--- config.mk ---
export PLATFORM = sky130hd
export DESIGN_NAME = rivp_top
export DESIGN_NICKNAME = d
export VERILOG_FILES = /design/src/hw/rivp_pkg.sv /design/src/hw/rivp_prio_enc.sv /design/src/hw/rivp_top.sv
export SDC_FILE = /design/constraint.sdc
export NUM_CORES = 1
export LEC_CHECK = 0
export BUFFER_PORTS_ARGS = -buffer_cell sky130_fd_sc_hd__buf_2
export CORE_UTILIZATION = 40
export DETAILED_ROUTE_END_ITERATION = 16
export MAX_ROUTING_LAYER = met4
export PLACE_DENSITY_LB_ADDON = 0.05
export SLEW_MARGIN = 20
export SYNTH_ARGS = -nofsm -noshare
export SYNTH_HDL_FRONTEND = slang
export SYNTH_SLANG_ARGS = --single-unit
--- constraint.sdc ---
create_clock -name sys_clk -period 5.3 [get_ports sys_clk]
set_input_delay 0 -clock sys_clk [delete_from_list [all_inputs] [get_ports sys_clk]]
set_output_delay 0 -clock sys_clk [all_outputs]
set_load 0.005 [all_outputs]
--- src/hw/rivp_pkg.sv ---
// Contract
// - every reset source fetches vector one at program address zero unless relocated
// - enhanced stage capture, end cycle, end enhanced cycle use offsets 1, 2, 3
// - reduced stage capture, end cycle, end enhanced cycle use offsets 4, 5, 6
// - comparators zero, one, two use offsets 7, 8, 9
// - external requests zero, one, two use offsets 0xA, 0xE, 0x10
// - timer one capture 0xB, overflow 0xC, conversion complete 0xD
// - serial transfer complete uses offset 0xF
// - watchdog 0x11, nonvolatile data ready 0x12, self program ready 0x13
// - programmed boot fuse starts execution at the boot reset address
// - select bit set adds the boot section start to every vector offset
// - reset at zero or boot address; vectors from 1 or boot address plus 1
// - select changes only by enable then write within four cycles with enable zero
package rivp_pkg;
  localparam int unsigned ADDR_W     = 12;
  localparam int unsigned NUM_SRC    = 19;
  localparam int unsigned CHG_WINDOW = 4;
  localparam logic [ADDR_W-1:0] RESET_OFFSET = 12'h000;
  localparam logic [ADDR_W-1:0] BOOT_START   = 12'h0C00;
  localparam logic [3:0] CHG_COUNT = 4'h4;
  localparam logic [7:0] CORE_CTRL_RESET = 8'h00;
  localparam int unsigned SEL_BIT = 1;
  localparam int unsigned CHG_BIT = 0;

  // source index i owns vector offset i+1
  localparam logic [ADDR_W-1:0] VEC_OFFSET [NUM_SRC] = '{
    12'h001, 12'h002, 12'h003, 12'h004, 12'h005, 12'h006, 12'h007,
    12'h008, 12'h009, 12'h00A, 12'h00B, 12'h00C, 12'h00D, 12'h00E,
    12'h00F, 12'h010, 12'h011, 12'h012, 12'h013};
  // source index zero is vector number two, right after the reset vector
  localparam logic [4:0] FIRST_VEC_NUM = 5'h02;

  typedef struct packed {
    logic self_program_ready;
    logic nvdata_ready;
    logic watchdog_timeout;
    logic external_request_two;
    logic serial_transfer_complete;
    logic external_request_one;
    logic conversion_complete;
    logic timer_one_overflow;
    logic timer_one_capture;
    logic external_request_zero;
    logic analog_comparator_two;
    logic analog_comparator_one;
    logic analog_comparator_zero;
    logic reduced_end_enh_cycle;
    logic reduced_end_cycle;
    logic reduced_capture;
    logic enhanced_end_enh_cycle;
    logic enhanced_end_cycle;
    logic enhanced_capture;
  } rivp_req_t;

  typedef struct packed {
    logic              valid;
    logic [ADDR_W-1:0] addr;
    logic [4:0]        number;
  } rivp_vec_t;

  typedef enum logic {RIVP_BOOT, RIVP_RUN} rivp_state_t;
endpackage

--- src/hw/rivp_prio_enc.sv ---
`timescale 1ns/10ps
module rivp_prio_enc #(
  parameter int unsigned N = rivp_pkg::NUM_SRC
) (
  input  wire logic [N-1:0] req,
  output logic              hit,
  output logic [4:0]        idx
);
  initial
  begin
    if (N < 1 || N > 31)
    begin
      $error("rivp_prio_enc: N out of range");
    end
  end

  always_comb
  begin
    hit = 1'b0;
    idx = 5'h00;
    for (int i = N - 1; i >= 0; i--)
    begin
      if (req[i])
      begin
        hit = 1'b1;
        idx = 5'(i);
      end
    end
  end
endmodule

--- src/hw/rivp_top.sv ---
`timescale 1ns/10ps
module rivp_top #(
  parameter logic [rivp_pkg::ADDR_W-1:0] BOOT_RESET_ADDR = rivp_pkg::BOOT_START
) (
  input  wire logic                            sys_clk,
  input  wire logic                            rstn,
  input  wire logic                            boot_reset_fuse,
  input  wire rivp_pkg::rivp_req_t             req,
  input  wire logic [rivp_pkg::NUM_SRC-1:0]    enable,
  input  wire logic                            global_enable,
  input  wire logic                            ctrl_wr,
  input  wire logic [7:0]                      ctrl_wdata,
  input  wire logic                            vec_ack,
  output logic [rivp_pkg::ADDR_W-1:0]          reset_addr,
  output rivp_pkg::rivp_vec_t                  vec,
  output logic                                 vector_table_select,
  output logic                                 vector_change_enable
);
  rivp_pkg::rivp_state_t         state_r;
  rivp_pkg::rivp_state_t         state_nxt;
  logic [rivp_pkg::ADDR_W-1:0]   reset_addr_r;
  logic [rivp_pkg::ADDR_W-1:0]   reset_addr_nxt;
  logic                          sel_r;
  logic                          sel_nxt;
  logic                          chg_r;
  logic                          chg_nxt;
  logic [3:0]                    chg_cnt_r;
  logic [3:0]                    chg_cnt_nxt;
  rivp_pkg::rivp_vec_t           vec_r;
  rivp_pkg::rivp_vec_t           vec_nxt;
  logic [rivp_pkg::NUM_SRC-1:0]  pending;
  logic                          hit;
  logic [4:0]                    idx;
  logic [rivp_pkg::ADDR_W-1:0]   base;

  initial
  begin
    if (rivp_pkg::CHG_COUNT != 4'(rivp_pkg::CHG_WINDOW))
    begin
      $error("rivp_top: change window and its count disagree");
    end
    // a boot table that wraps would alias the application table
    if (int'(BOOT_RESET_ADDR) + int'(rivp_pkg::VEC_OFFSET[rivp_pkg::NUM_SRC-1])
        >= (1 << rivp_pkg::ADDR_W))
    begin
      $error("rivp_top: boot vector table runs past the address space");
    end
  end

  assign pending = req & enable & {rivp_pkg::NUM_SRC{global_enable}};

  rivp_prio_enc #(
    .N(rivp_pkg::NUM_SRC)
  ) u_prio (
    .req (pending),
    .hit (hit),
    .idx (idx)
  );

  // fuse read once after reset release; 0 means programmed
  always_comb
  begin
    state_nxt      = state_r;
    reset_addr_nxt = reset_addr_r;
    if (state_r == rivp_pkg::RIVP_BOOT)
    begin
      state_nxt = rivp_pkg::RIVP_RUN;
      if (boot_reset_fuse)
      begin
        reset_addr_nxt = rivp_pkg::RESET_OFFSET;
      end
      else
      begin
        reset_addr_nxt = BOOT_RESET_ADDR;
      end
    end
  end

  // timed select change
  always_comb
  begin
    sel_nxt     = sel_r;
    chg_nxt     = chg_r;
    chg_cnt_nxt = chg_cnt_r;
    if (chg_cnt_r != 4'h0)
    begin
      chg_cnt_nxt = chg_cnt_r - 4'h1;
      if (chg_cnt_r == 4'h1)
      begin
        chg_nxt = 1'b0;
      end
    end
    if (ctrl_wr)
    begin
      if (ctrl_wdata[rivp_pkg::CHG_BIT])
      begin
        chg_nxt     = 1'b1;
        chg_cnt_nxt = rivp_pkg::CHG_COUNT;
      end
      else if (chg_r)
      begin
        sel_nxt     = ctrl_wdata[rivp_pkg::SEL_BIT];
        chg_nxt     = 1'b0;
        chg_cnt_nxt = 4'h0;
      end
    end
  end

  // vector dispatch, held until acknowledged
  always_comb
  begin
    vec_nxt = vec_r;
    base    = sel_r ? BOOT_RESET_ADDR : rivp_pkg::RESET_OFFSET;
    if (!vec_r.valid || vec_ack)
    begin
      vec_nxt.valid  = hit;
      vec_nxt.number = 5'(idx + rivp_pkg::FIRST_VEC_NUM);
      vec_nxt.addr   = base + rivp_pkg::VEC_OFFSET[idx];
      if (!hit)
      begin
        vec_nxt.addr   = '0;
        vec_nxt.number = 5'h00;
      end
    end
  end

  always_ff @(posedge sys_clk)
  begin
    if (!rstn)
    begin
      state_r      <= rivp_pkg::RIVP_BOOT;
      reset_addr_r <= rivp_pkg::RESET_OFFSET;
    end
    else
    begin
      state_r      <= state_nxt;
      reset_addr_r <= reset_addr_nxt;
    end
  end

  always_ff @(posedge sys_clk)
  begin
    if (!rstn)
    begin
      sel_r     <= rivp_pkg::CORE_CTRL_RESET[rivp_pkg::SEL_BIT];
      chg_r     <= rivp_pkg::CORE_CTRL_RESET[rivp_pkg::CHG_BIT];
      chg_cnt_r <= 4'h0;
    end
    else
    begin
      sel_r     <= sel_nxt;
      chg_r     <= chg_nxt;
      chg_cnt_r <= chg_cnt_nxt;
    end
  end

  always_ff @(posedge sys_clk)
  begin
    if (!rstn)
    begin
      vec_r <= '0;
    end
    else
    begin
      vec_r <= vec_nxt;
    end
  end

  assign reset_addr           = reset_addr_r;
  assign vec                  = vec_r;
  assign vector_table_select  = sel_r;
  assign vector_change_enable = chg_r;
endmodule

# Yosys cells after proc, flatten, opt, wreduce, memory -nomap -nowiden
# Memory sizes are Yosys's and may differ from the RTL's.
# Cells that the tools add are included.
# totals
register_bits,37
rom_bits,384
inputBits,52
out_inout_bits,32
word_cells,75
n_memories,1
# op_classes
add_sub_neg,3
order_cmp,1
eq_ne,1
n_mux,53
bitwise,4
reduce_logical,4
# mem_list
memory,words,word_bits,read_ports,rd_ports_with_merged_regs,wr,line,source
(name not given),32,12,1,0,0,rivp_top.sv:118,vec_nxt.addr = base + rivp_pkg::VEC_OFFSET[idx];
# op_table
op,n
5-bit two-way mux,19
12-bit two-way mux,4
19-bit AND,2
1-bit two-way mux,25
17-bit two-way mux,1
4-bit two-way mux,4
12-bit adder,1
6-bit greater-or-equal comparator (second input constant),1
5-bit NOT with 6-bit output,1
5-bit by 2-bit adder with 5-bit output (second input constant),1
4-bit by 1-bit == test with 1-bit output (second input constant),1
4-bit nonzero test,1
4-bit by 1-bit subtractor with 4-bit output (second input constant),1
3-bit AND reduction,1
1-bit zero test,1
1-bit logical OR,1
1-bit NOT,1

# Longest topological paths before layout
# Gate-level depths: netlist of the first run.
# depth
word_depth,27
mapped_depth,10

# By module
# A second synthesis of the first run with hierarchy kept.
# hier_totals
hier_cells,190
hier_area_um2,1480.2
# by_module_without_submodules
mod,instances,cells_each,area_per_inst_um2,seq_area_each_um2
rivp_top,1,152,1257.5,400.4
rivp_prio_enc,1,38,222.7,0.0

# Worst setup path after synthesis of the first run
# No wires, ideal clock.
# synth_path
path_kind,input to register
from,in req[13] (netlist name)
to,"reg vec_r, in the netlist vec[5]"
t_arrival_ns,1.894
t_required_ns,5.227
path_slack_ns,3.332
stages,8
path_cell_list,a22o_1 o21ai_0 a221oi_1 a221oi_1 inv_1 ha_1 or4_4 o211ai_2
# synth_via
elab_chain_len,22
elab_cells_between_ends,36
# synth_rtl
item,line,source
"start, declared",rivp_top.sv:8,"input wire rivp_pkg::rivp_req_t req,"
19-bit AND (*) (2 in a row),rivp_top.sv:50,assign pending = req & enable & {rivp_pkg::NUM_SRC{global_enable}};
5-bit two-way mux (14 in a row),rivp_prio_enc.sv:23,if (req[i])
5-bit NOT with 6-bit output (not written as such),rivp_top.sv:118,
memory read 32 x 12 bit,n/a,
12-bit two-way mux (not written as such) (2 in a row),rivp_top.sv:118,
12-bit adder,rivp_top.sv:118,
17-bit two-way mux (*),rivp_top.sv:119,if (!hit)
"end signal, assigned",rivp_top.sv:165,vec_r <= vec_nxt;
"end, declared",rivp_top.sv:29,rivp_pkg::rivp_vec_t vec_r;
# Every way passes the cells marked *; elsewhere a longest branch is shown, timed or not. The select of a mux whose other input is x is not followed.
# A chain may end at the register's enable or synchronous reset.

# Final worst setup path of the first run
# layout_path
from,in global_enable
to,"reg vec_r, in the netlist vec[5]"
# layout_via
elab_chain_len,26
elab_cells_between_ends,45
# layout_rtl
item,line,source
"start, declared",rivp_top.sv:10,"input wire logic global_enable,"
19-bit AND (*),rivp_top.sv:50,
5-bit two-way mux (19 in a row),rivp_prio_enc.sv:23,
5-bit NOT with 6-bit output (not written as such),rivp_top.sv:118,
memory read 32 x 12 bit,n/a,
12-bit two-way mux (not written as such) (2 in a row),rivp_top.sv:118,
12-bit adder,rivp_top.sv:118,
17-bit two-way mux (*),rivp_top.sv:119,
# Marks and branches as above.

==> impl_metrics.yaml, run 1 <==
synthesis:
  ys_ff_latch: 20
  seq_area_frac_synth: 0.265
  synth.avg_cell_area_um2: 8.03
  netlist_area_mm2: 0.00151
  synthTopCellsByArea: "dfxtp_1, buf_4, nand2_1"
  yosys.area.top_type: "dfxtp_1"
  synth_top_area_share: 0.265
  async_flop_share: 0
  synth-main-ff-cell: "dfxtp_1"
  synth_cell_types: 52
  synthCells: 188
  yosys_warnings: 0
  synth_edf_count: 0
placement:
  place_hpwl_mm: 2.62
  place_congestion: 0.769
  portBuffers: 62
  pre_cts_slack_ns: 2.91
worst_setup_path:
  cp_data_arrival_time_ns: 2.28
  critPathKind: "primary input to flop"
  cp-start-kind: "primary input"
  crit_buf_inv: 2
  ff2ff_path_depth: 4
  cp_slowest_cell: "a221oi_1"
  worstPathRequired_ns: 5.49
  r2r-end: "vec[4]$_SDFFE_PN0P_"
  reg2reg_slack_ns: 3.87
  cpMostUsedCell: "a221oi_1"
  crit_path_end_kind: "flop"
  path_max_fanout: 22
  slowest_delay_ns: 0.64
  crit_family: "compound AO/OA/AOI/OAI gates"
  crit-reg2reg-launch: "vec[17]$_SDFFE_PN0P_"
  crit_chain: "buf_2 -> nand3_1 -> o2bb2ai_1 -> a221oi_1 -> a221oi_1 -> inv_1 -> ha_1 -> or4_4 -> o211ai_2"
sta:
  period_needed_ns: 2.09
  finalHoldViolCount: 0
  slew_headroom: 0.479
  finalCritPeriodShare: 0.395
  tightest_slew_ns: 0.780
  setup_viol: 0
  max_freq_mhz: 478
  fin_tns_setup_ns: 0
  skew_ns: 0.00757
  finalWorstSetupSlack_ns: 3.21
  rsz0062_at_grt: "no"
  report.final.slew_viol_count: 0
route:
  wl_mm: 3.16
  wl_per_cell_um: 10.8
  viasPerCell: 5.12
  drc: 0
  dr_total_vias: 1494
  first_pass_iters: 4
  antenna_left: 0
  drt_iter0_drc: 38
finish:
  fin_util: 0.535
  antenna-diode-count: 0
  nets: 307
  syn2layout_area_growth_pct: 22.8
  drive_gt1_frac: 0.301
cts:
  numCtsBuffers: 3
  clk-insertion-delay-late_ns: 0.26
  ctsHoldBuffers: 0
  cts_max_path_buffers: 2
  cts_tree: "built"
  path_clk_slew_ns: 0.08
  root_buffer: "clkbuf_8"
  clock_sinks: 20
  post_cts_buffers: 0
  cts_resized: 0
  cts.htree.levels: 1
global_routing:
  grt_max_degree: 23
  grt_overflow: 0
  grt_pass1_wl_mm: 5.38
  track_usage: 0.171
  antenna_found_initial: 0
  grt_pass1_vias: 1308
hold_path:
  min_from: "ctrl_wdata[1]"
  hold_class: "primary input to flop"
  holdPathEnd: "vector_table_select$_SDFFE_PN0P_"
  min_path_cells: 3
die:
  io_pins: 84
  die_area_mm2: 0.00403
  die_y_um: 63.4
  die_x_um: 63.4
  core_area_mm2: 0.00347
  start_util: 0.435
  rows: 21
pwr:
  ir_drop_mv: 0.127
  power_density_mw_per_mm2: 274
  leakage_nw: 0.880
run_status:
  outcome: "complete, no violations"
run:
  maxCapViolCount: 0
==> through the flow <==
stage	std cells	area [µm²]	total power [W]	hold slack, ns
after floorplan	202	1560	0.000318	0.0277
after global placement	288	1780	0.000362	0.266
after detailed placement	288	1780	0.000363	0.289
after CTS	292	1850	0.000514	0.0173
after global routing	292	1850	0.000550	0.0227
final	292	1850	0.000509	0.0136
==> registers in the layout, summed over array words and instances (netlist names) <==
name / count
chg_cnt_r: 4
reset_addr: 1
state_r: 1
vec: 12
vector_change_enable: 1
vector_table_select: 1
==> how the worst max path moves through the flow <==
stage,cells after the start,from,endpoint
4_1_cts,9,global_enable,vec[5]$_SDFFE_PN0P_
6_report,9,global_enable,vec[5]$_SDFFE_PN0P_
5_1_grt,9,global_enable,vec[5]$_SDFFE_PN0P_
3_3_place_gp,9,global_enable,vec[5]$_SDFFE_PN0P_
3_5_place_dp,9,global_enable,vec[5]$_SDFFE_PN0P_
2_1_floorplan,8,req[13],vec[5]$_SDFFE_PN0P_
==> power breakdown <==
part / internal, W / switching, W
clock: 0.000101 / 0.0000494
combinational: 0.0000819 / 0.0000921
sequential: 0.000171 / 0.0000138
total: 0.000354 / 0.000155
==> cells by family after synthesis <==
logic type | share of synthesized area
adders and majority gates | 0.0663
xor gates and xnor gates | 0.00580
AOI/OAI and AO/OA | 0.309
buffers and inverters | 0.113
and+or+nand+nor | 0.232
other | 0.00248
muxes | 0.00663
DFF | 0.265
==> cells in the final DEF, fill, tap and decap left out, types with 2 or more instances in the layout <==
cell type  count
buf_2         62
nand2_1       28
dfxtp_1       20
conb_1        15
o21ai_0       13
a22o_1         8
nand3_1        8
ha_1           8
nor2_1         7
inv_1          6
a21oi_1        6
a21boi_0       6
and2_1         5
nor2b_1        4
a22oi_1        3
nand3b_1       3
clkbuf_8       3
and3_1         2
a221oi_1       2
nand4b_1       2
o2111ai_1      2
a2bb2oi_1      2
or3_1          2
a31oi_1        2
==> synthesized netlist by cell type (all sizes together) (4+ instances only) <==
cell type / count
a21boi: 6
a21oi: 6
a22o: 9
and2: 5
buf: 19
dfxtp: 20
ha: 8
inv: 6
nand2: 29
nand3: 8
nor2: 7
nor2b: 4
o21ai: 13
==> routing by layer <==
| metal | global-route usage | share of wire |
|---|---|---|
| met5 | - | 0 |
| met4 | 0.0767 | 0.016 |
| met3 | 0.0163 | 0.045 |
| met2 | 0.295 | 0.46 |
| met1 | 0.197 | 0.47 |
==> worst register-to-register path, delay by kind of cell, from the launching register on <==
kind | cells | cell delay, ns
and+or+nand+nor | 2 | 0.75
AOI/OAI and AO/OA | 2 | 0.26
DFF | 1 | 0.34
==> final cells by class <==
| type | count | area (µm²) |
|---|---|---|
| fill | 354 | 1610 |
| inverter | 6 | 22.5 |
| multi-input combinational | 154 | 992 |
| clock buffer | 3 | 41.3 |
| tap | 46 | 57.6 |
| sequential | 20 | 400 |
| clock inverter | 1 | 30.0 |
| timing repair buffer | 62 | 310 |
(Power assumes the default switching activity.)
==> run 2: changes to the inputs <==
--- a/config.mk
+++ b/config.mk
@@ -5,6 +5,7 @@
 export SDC_FILE = /design/constraint.sdc
 export NUM_CORES = 1
 export LEC_CHECK = 0
+export ABC_AREA = 1
 export BUFFER_PORTS_ARGS = -buffer_cell sky130_fd_sc_hd__buf_2
 export CORE_UTILIZATION = 40
 export DETAILED_ROUTE_END_ITERATION = 16
==> constraint.sdc (replaced) <==
create_clock -name sys_clk -period 2.05 [get_ports sys_clk]
set_input_delay 0 -clock sys_clk [delete_from_list [all_inputs] [get_ports sys_clk]]
set_output_delay 0 -clock sys_clk [all_outputs]
set_load 0.005 [all_outputs]
==> run 2 against run 1 <==
Core utilization is 3.0 points higher. First-iteration DRC count fell by 18%. Sequential share of layout area is 0.91 points higher. Combinational power rose to 2.6 times the previous value. Global-route usage is 0.053 points higher. Register-to-register slack worse by 3.5 ns. Total power grew 150%. Count of clock-buffer cells in the layout is the same. Wire length decreased by 12%. Critical path type unchanged. Cell count is 7.9% higher. Via count is 5.4% lower. Largest cell class unchanged. Sequential cell count unchanged.
==> impl_metrics.yaml, run 2 <==
die:
  core_area_mm2: 0.00315
  start_util: 0.438
  io_pins: 84
  rows: 20
  die_area_mm2: 0.00369
  die_x_um: 60.7
  die_y_um: 60.7
sta:
  period_needed_ns: 1.67
  finalWorstSetupSlack_ns: 0.376
  skew_ns: 0.00613
  finalHoldViolCount: 0
  fin_tns_setup_ns: 0
  rsz0062_at_grt: "no"
  setup_viol: 0
  max_freq_mhz: 597
  finalCritPeriodShare: 0.817
  report.final.slew_viol_count: 0
finish:
  final_cell_mix: "buf_2, nand2_1, nand3_1"
  drive_gt1_frac: 0.295
  syn2layout_area_growth_pct: 28.9
  antenna-diode-count: 0
  final_common_cell: "buf_2"
  nets: 332
  largest_reg_flops: 12
  fill_cells: 354
pwr:
  power.total_w: 0.00125
  switchingPower_w: 0.000408
  p_comb_frac: 0.359
  ir_drop_mv: 0.436
  power_density_mw_per_mm2: 703
  sequentialPowerShare: 0.387
  p_sw_frac: 0.326
  p_clk_frac: 0.254
  leakage_nw: 0.995
  power.internal_w: 0.000843
cts:
  numCtsBuffers: 3
  cts_tree: "built"
  cts.htree.levels: 1
  clock_sinks: 20
  path_clk_slew_ns: 0.12
  post_cts_buffers: 0
  clk-insertion-delay-late_ns: 0.30
  root_buffer: "clkbuf_4"
  cts_max_path_buffers: 2
  cts_resized: 0
global_routing:
  track_usage: 0.171
  gr-max-usage-layer: "met2"
  met3_usage: 0.0320
  grt_use_met2: 0.314
  antenna_found_initial: 0
  grt_pass1_wl_mm: 4.73
  grt_max_degree: 16
  grt_pass1_vias: 1202
  grt_overflow: 0
  grt.met1_usage: 0.194
synthesis:
  async_flop_share: 0
  synth.mux.area_fraction: 0
  yosys.area.top_type: "dfxtp_1"
  yosysMostFrequentCell: "nand2_1"
  synth_fa_ha_area_frac: 0.0725
  yosys_warnings: 0
  synthCells: 203
  synthTopCellsByArea: "dfxtp_1, nand2_1, buf_4"
  synth_top_family_by_area: "simple AND/OR/NAND/NOR gates"
  synth.avg_cell_area_um2: 6.80
  synth_common_cells: "nand2_1, nand3_1, dfxtp_1"
  synth_edf_count: 0
  synth_top_area_share: 0.290
  yosys.area_share.simple: 0.335
  synth-main-ff-cell: "dfxtp_1"
  synth_cell_types: 32
  seq_area_frac_synth: 0.290
  netlist_area_mm2: 0.00138
  synthXorXnorAreaFrac: 0.0190
  ys_ff_latch: 20
  synth_compound_area_frac: 0.124
run:
  maxCapViolCount: 0
route:
  first_pass_iters: 4
  drc: 0
  wl_mm: 2.79
  viasPerCell: 4.49
  wl_per_cell_um: 8.87
  drt_iter0_drc: 31
  antenna_left: 0
  dr_total_vias: 1414
worst_setup_path:
  cp_data_arrival_time_ns: 1.85
  cp-start-kind: "primary input"
  worstPathRequired_ns: 2.23
  critPathKind: "primary input to flop"
  crit_path_end_kind: "flop"
  path_max_fanout: 14
run_status:
  outcome: "complete, no violations"
placement:
  place_congestion: 0.770
  portBuffers: 62
  pre_cts_slack_ns: 0.0542
  place_hpwl_mm: 2.25
hold_path:
  hold_class: "primary input to flop"
run 2: path summary, 6_finish.rpt:
kind / start / to / slack, ns / cells past startpoint
max: global_enable / vec[7]$_SDFFE_PN0P_ / 0.38 / 23
min: ctrl_wdata[0] / chg_cnt_r[2]$_SDFF_PN0_ / 0.02 / 3
max reg2reg: chg_cnt_r[0]$_SDFF_PN0_ / vector_change_enable$_SDFF_PN0_ / 0.40 / 7
min reg2reg: vec[2]$_SDFFE_PN0P_ / vec[2]$_SDFFE_PN0P_ / 0.47 / 2
run 2: worst max-delay path, cell delays in order:
cell	delay (ns)
buf_2	0.15
buf_4	0.19
nand3_1	0.10
nand2_1	0.06
nand2_1	0.05
nand2_1	0.04
nand2_1	0.05
nand2_1	0.05
nand2_1	0.05
nand2_1	0.05
nand2_1	0.05
nand2_1	0.05
nand2_1	0.05
nand2_1	0.05
nand2_1	0.07
nand2_2	0.06
nand2_2	0.08
clkinv_2	0.09
ha_1	0.21
o21ai_0	0.15
nor3_1	0.06
a21oi_1	0.12
nor2_1	0.05
run 2: final cells by class:
class / instances / area (µm²) / share of cell area
multi-input combinational: 160 / 817 / 0.459
tap: 44 / 55.1 / 0.0309
clock buffer: 3 / 22.5 / 0.0127
clock inverter: 1 / 30.0 / 0.0169
sequential: 20 / 400 / 0.225
timing repair buffer: 71 / 393 / 0.221
inverter: 16 / 61.3 / 0.0345
run 2: timing repair:
action                     CTS  global route
hold endpoints to repair     5             0
hold buffers                 6             0
setup endpoints to repair    0             0
run 2: per-layer routing:
layer / part of all wire / wire, µm
met1: 0.44 / 1230
met3: 0.046 / 128
met5: 0 / 0
met4: 0.0050 / 14
met2: 0.51 / 1420
run 2: kinds of logic (layout without fill, tap and decap cells):
family                     count (synthesis)  in the layout
xor gates and xnor gates                   3              3
other                                      1             15
buffers and inverters                     37             91
adders and majority gates                  8              8
and+or+nand+nor                          104            104
DFF                                       20             20
AOI/OAI and AO/OA                         30             30
run 2: power groups by stage:
stage / clock, W / sequential (W) / combinational [W]
after floorplan: 0 / 0.000491 / 0.000337
after global placement: 0 / 0.000494 / 0.000440
after detailed placement: 0 / 0.000492 / 0.000442
after CTS: 0.000331 / 0.000485 / 0.000454
after global routing: 0.000347 / 0.000494 / 0.000523
final: 0.000318 / 0.000484 / 0.000450
run 2: metrics by stage:
stage / cell area [µm²] / hold slack [ns] / utilization / cells
floorplan: 1430 / 0.0277 / - / 217
global placement: 1670 / 0.163 / 0.529 / 305
detailed placement: 1670 / 0.167 / 0.529 / 305
CTS: 1780 / 0.0106 / 0.564 / 315
global route: 1780 / 0.0130 / 0.564 / 315
finish: 1780 / 0.0238 / 0.564 / 315
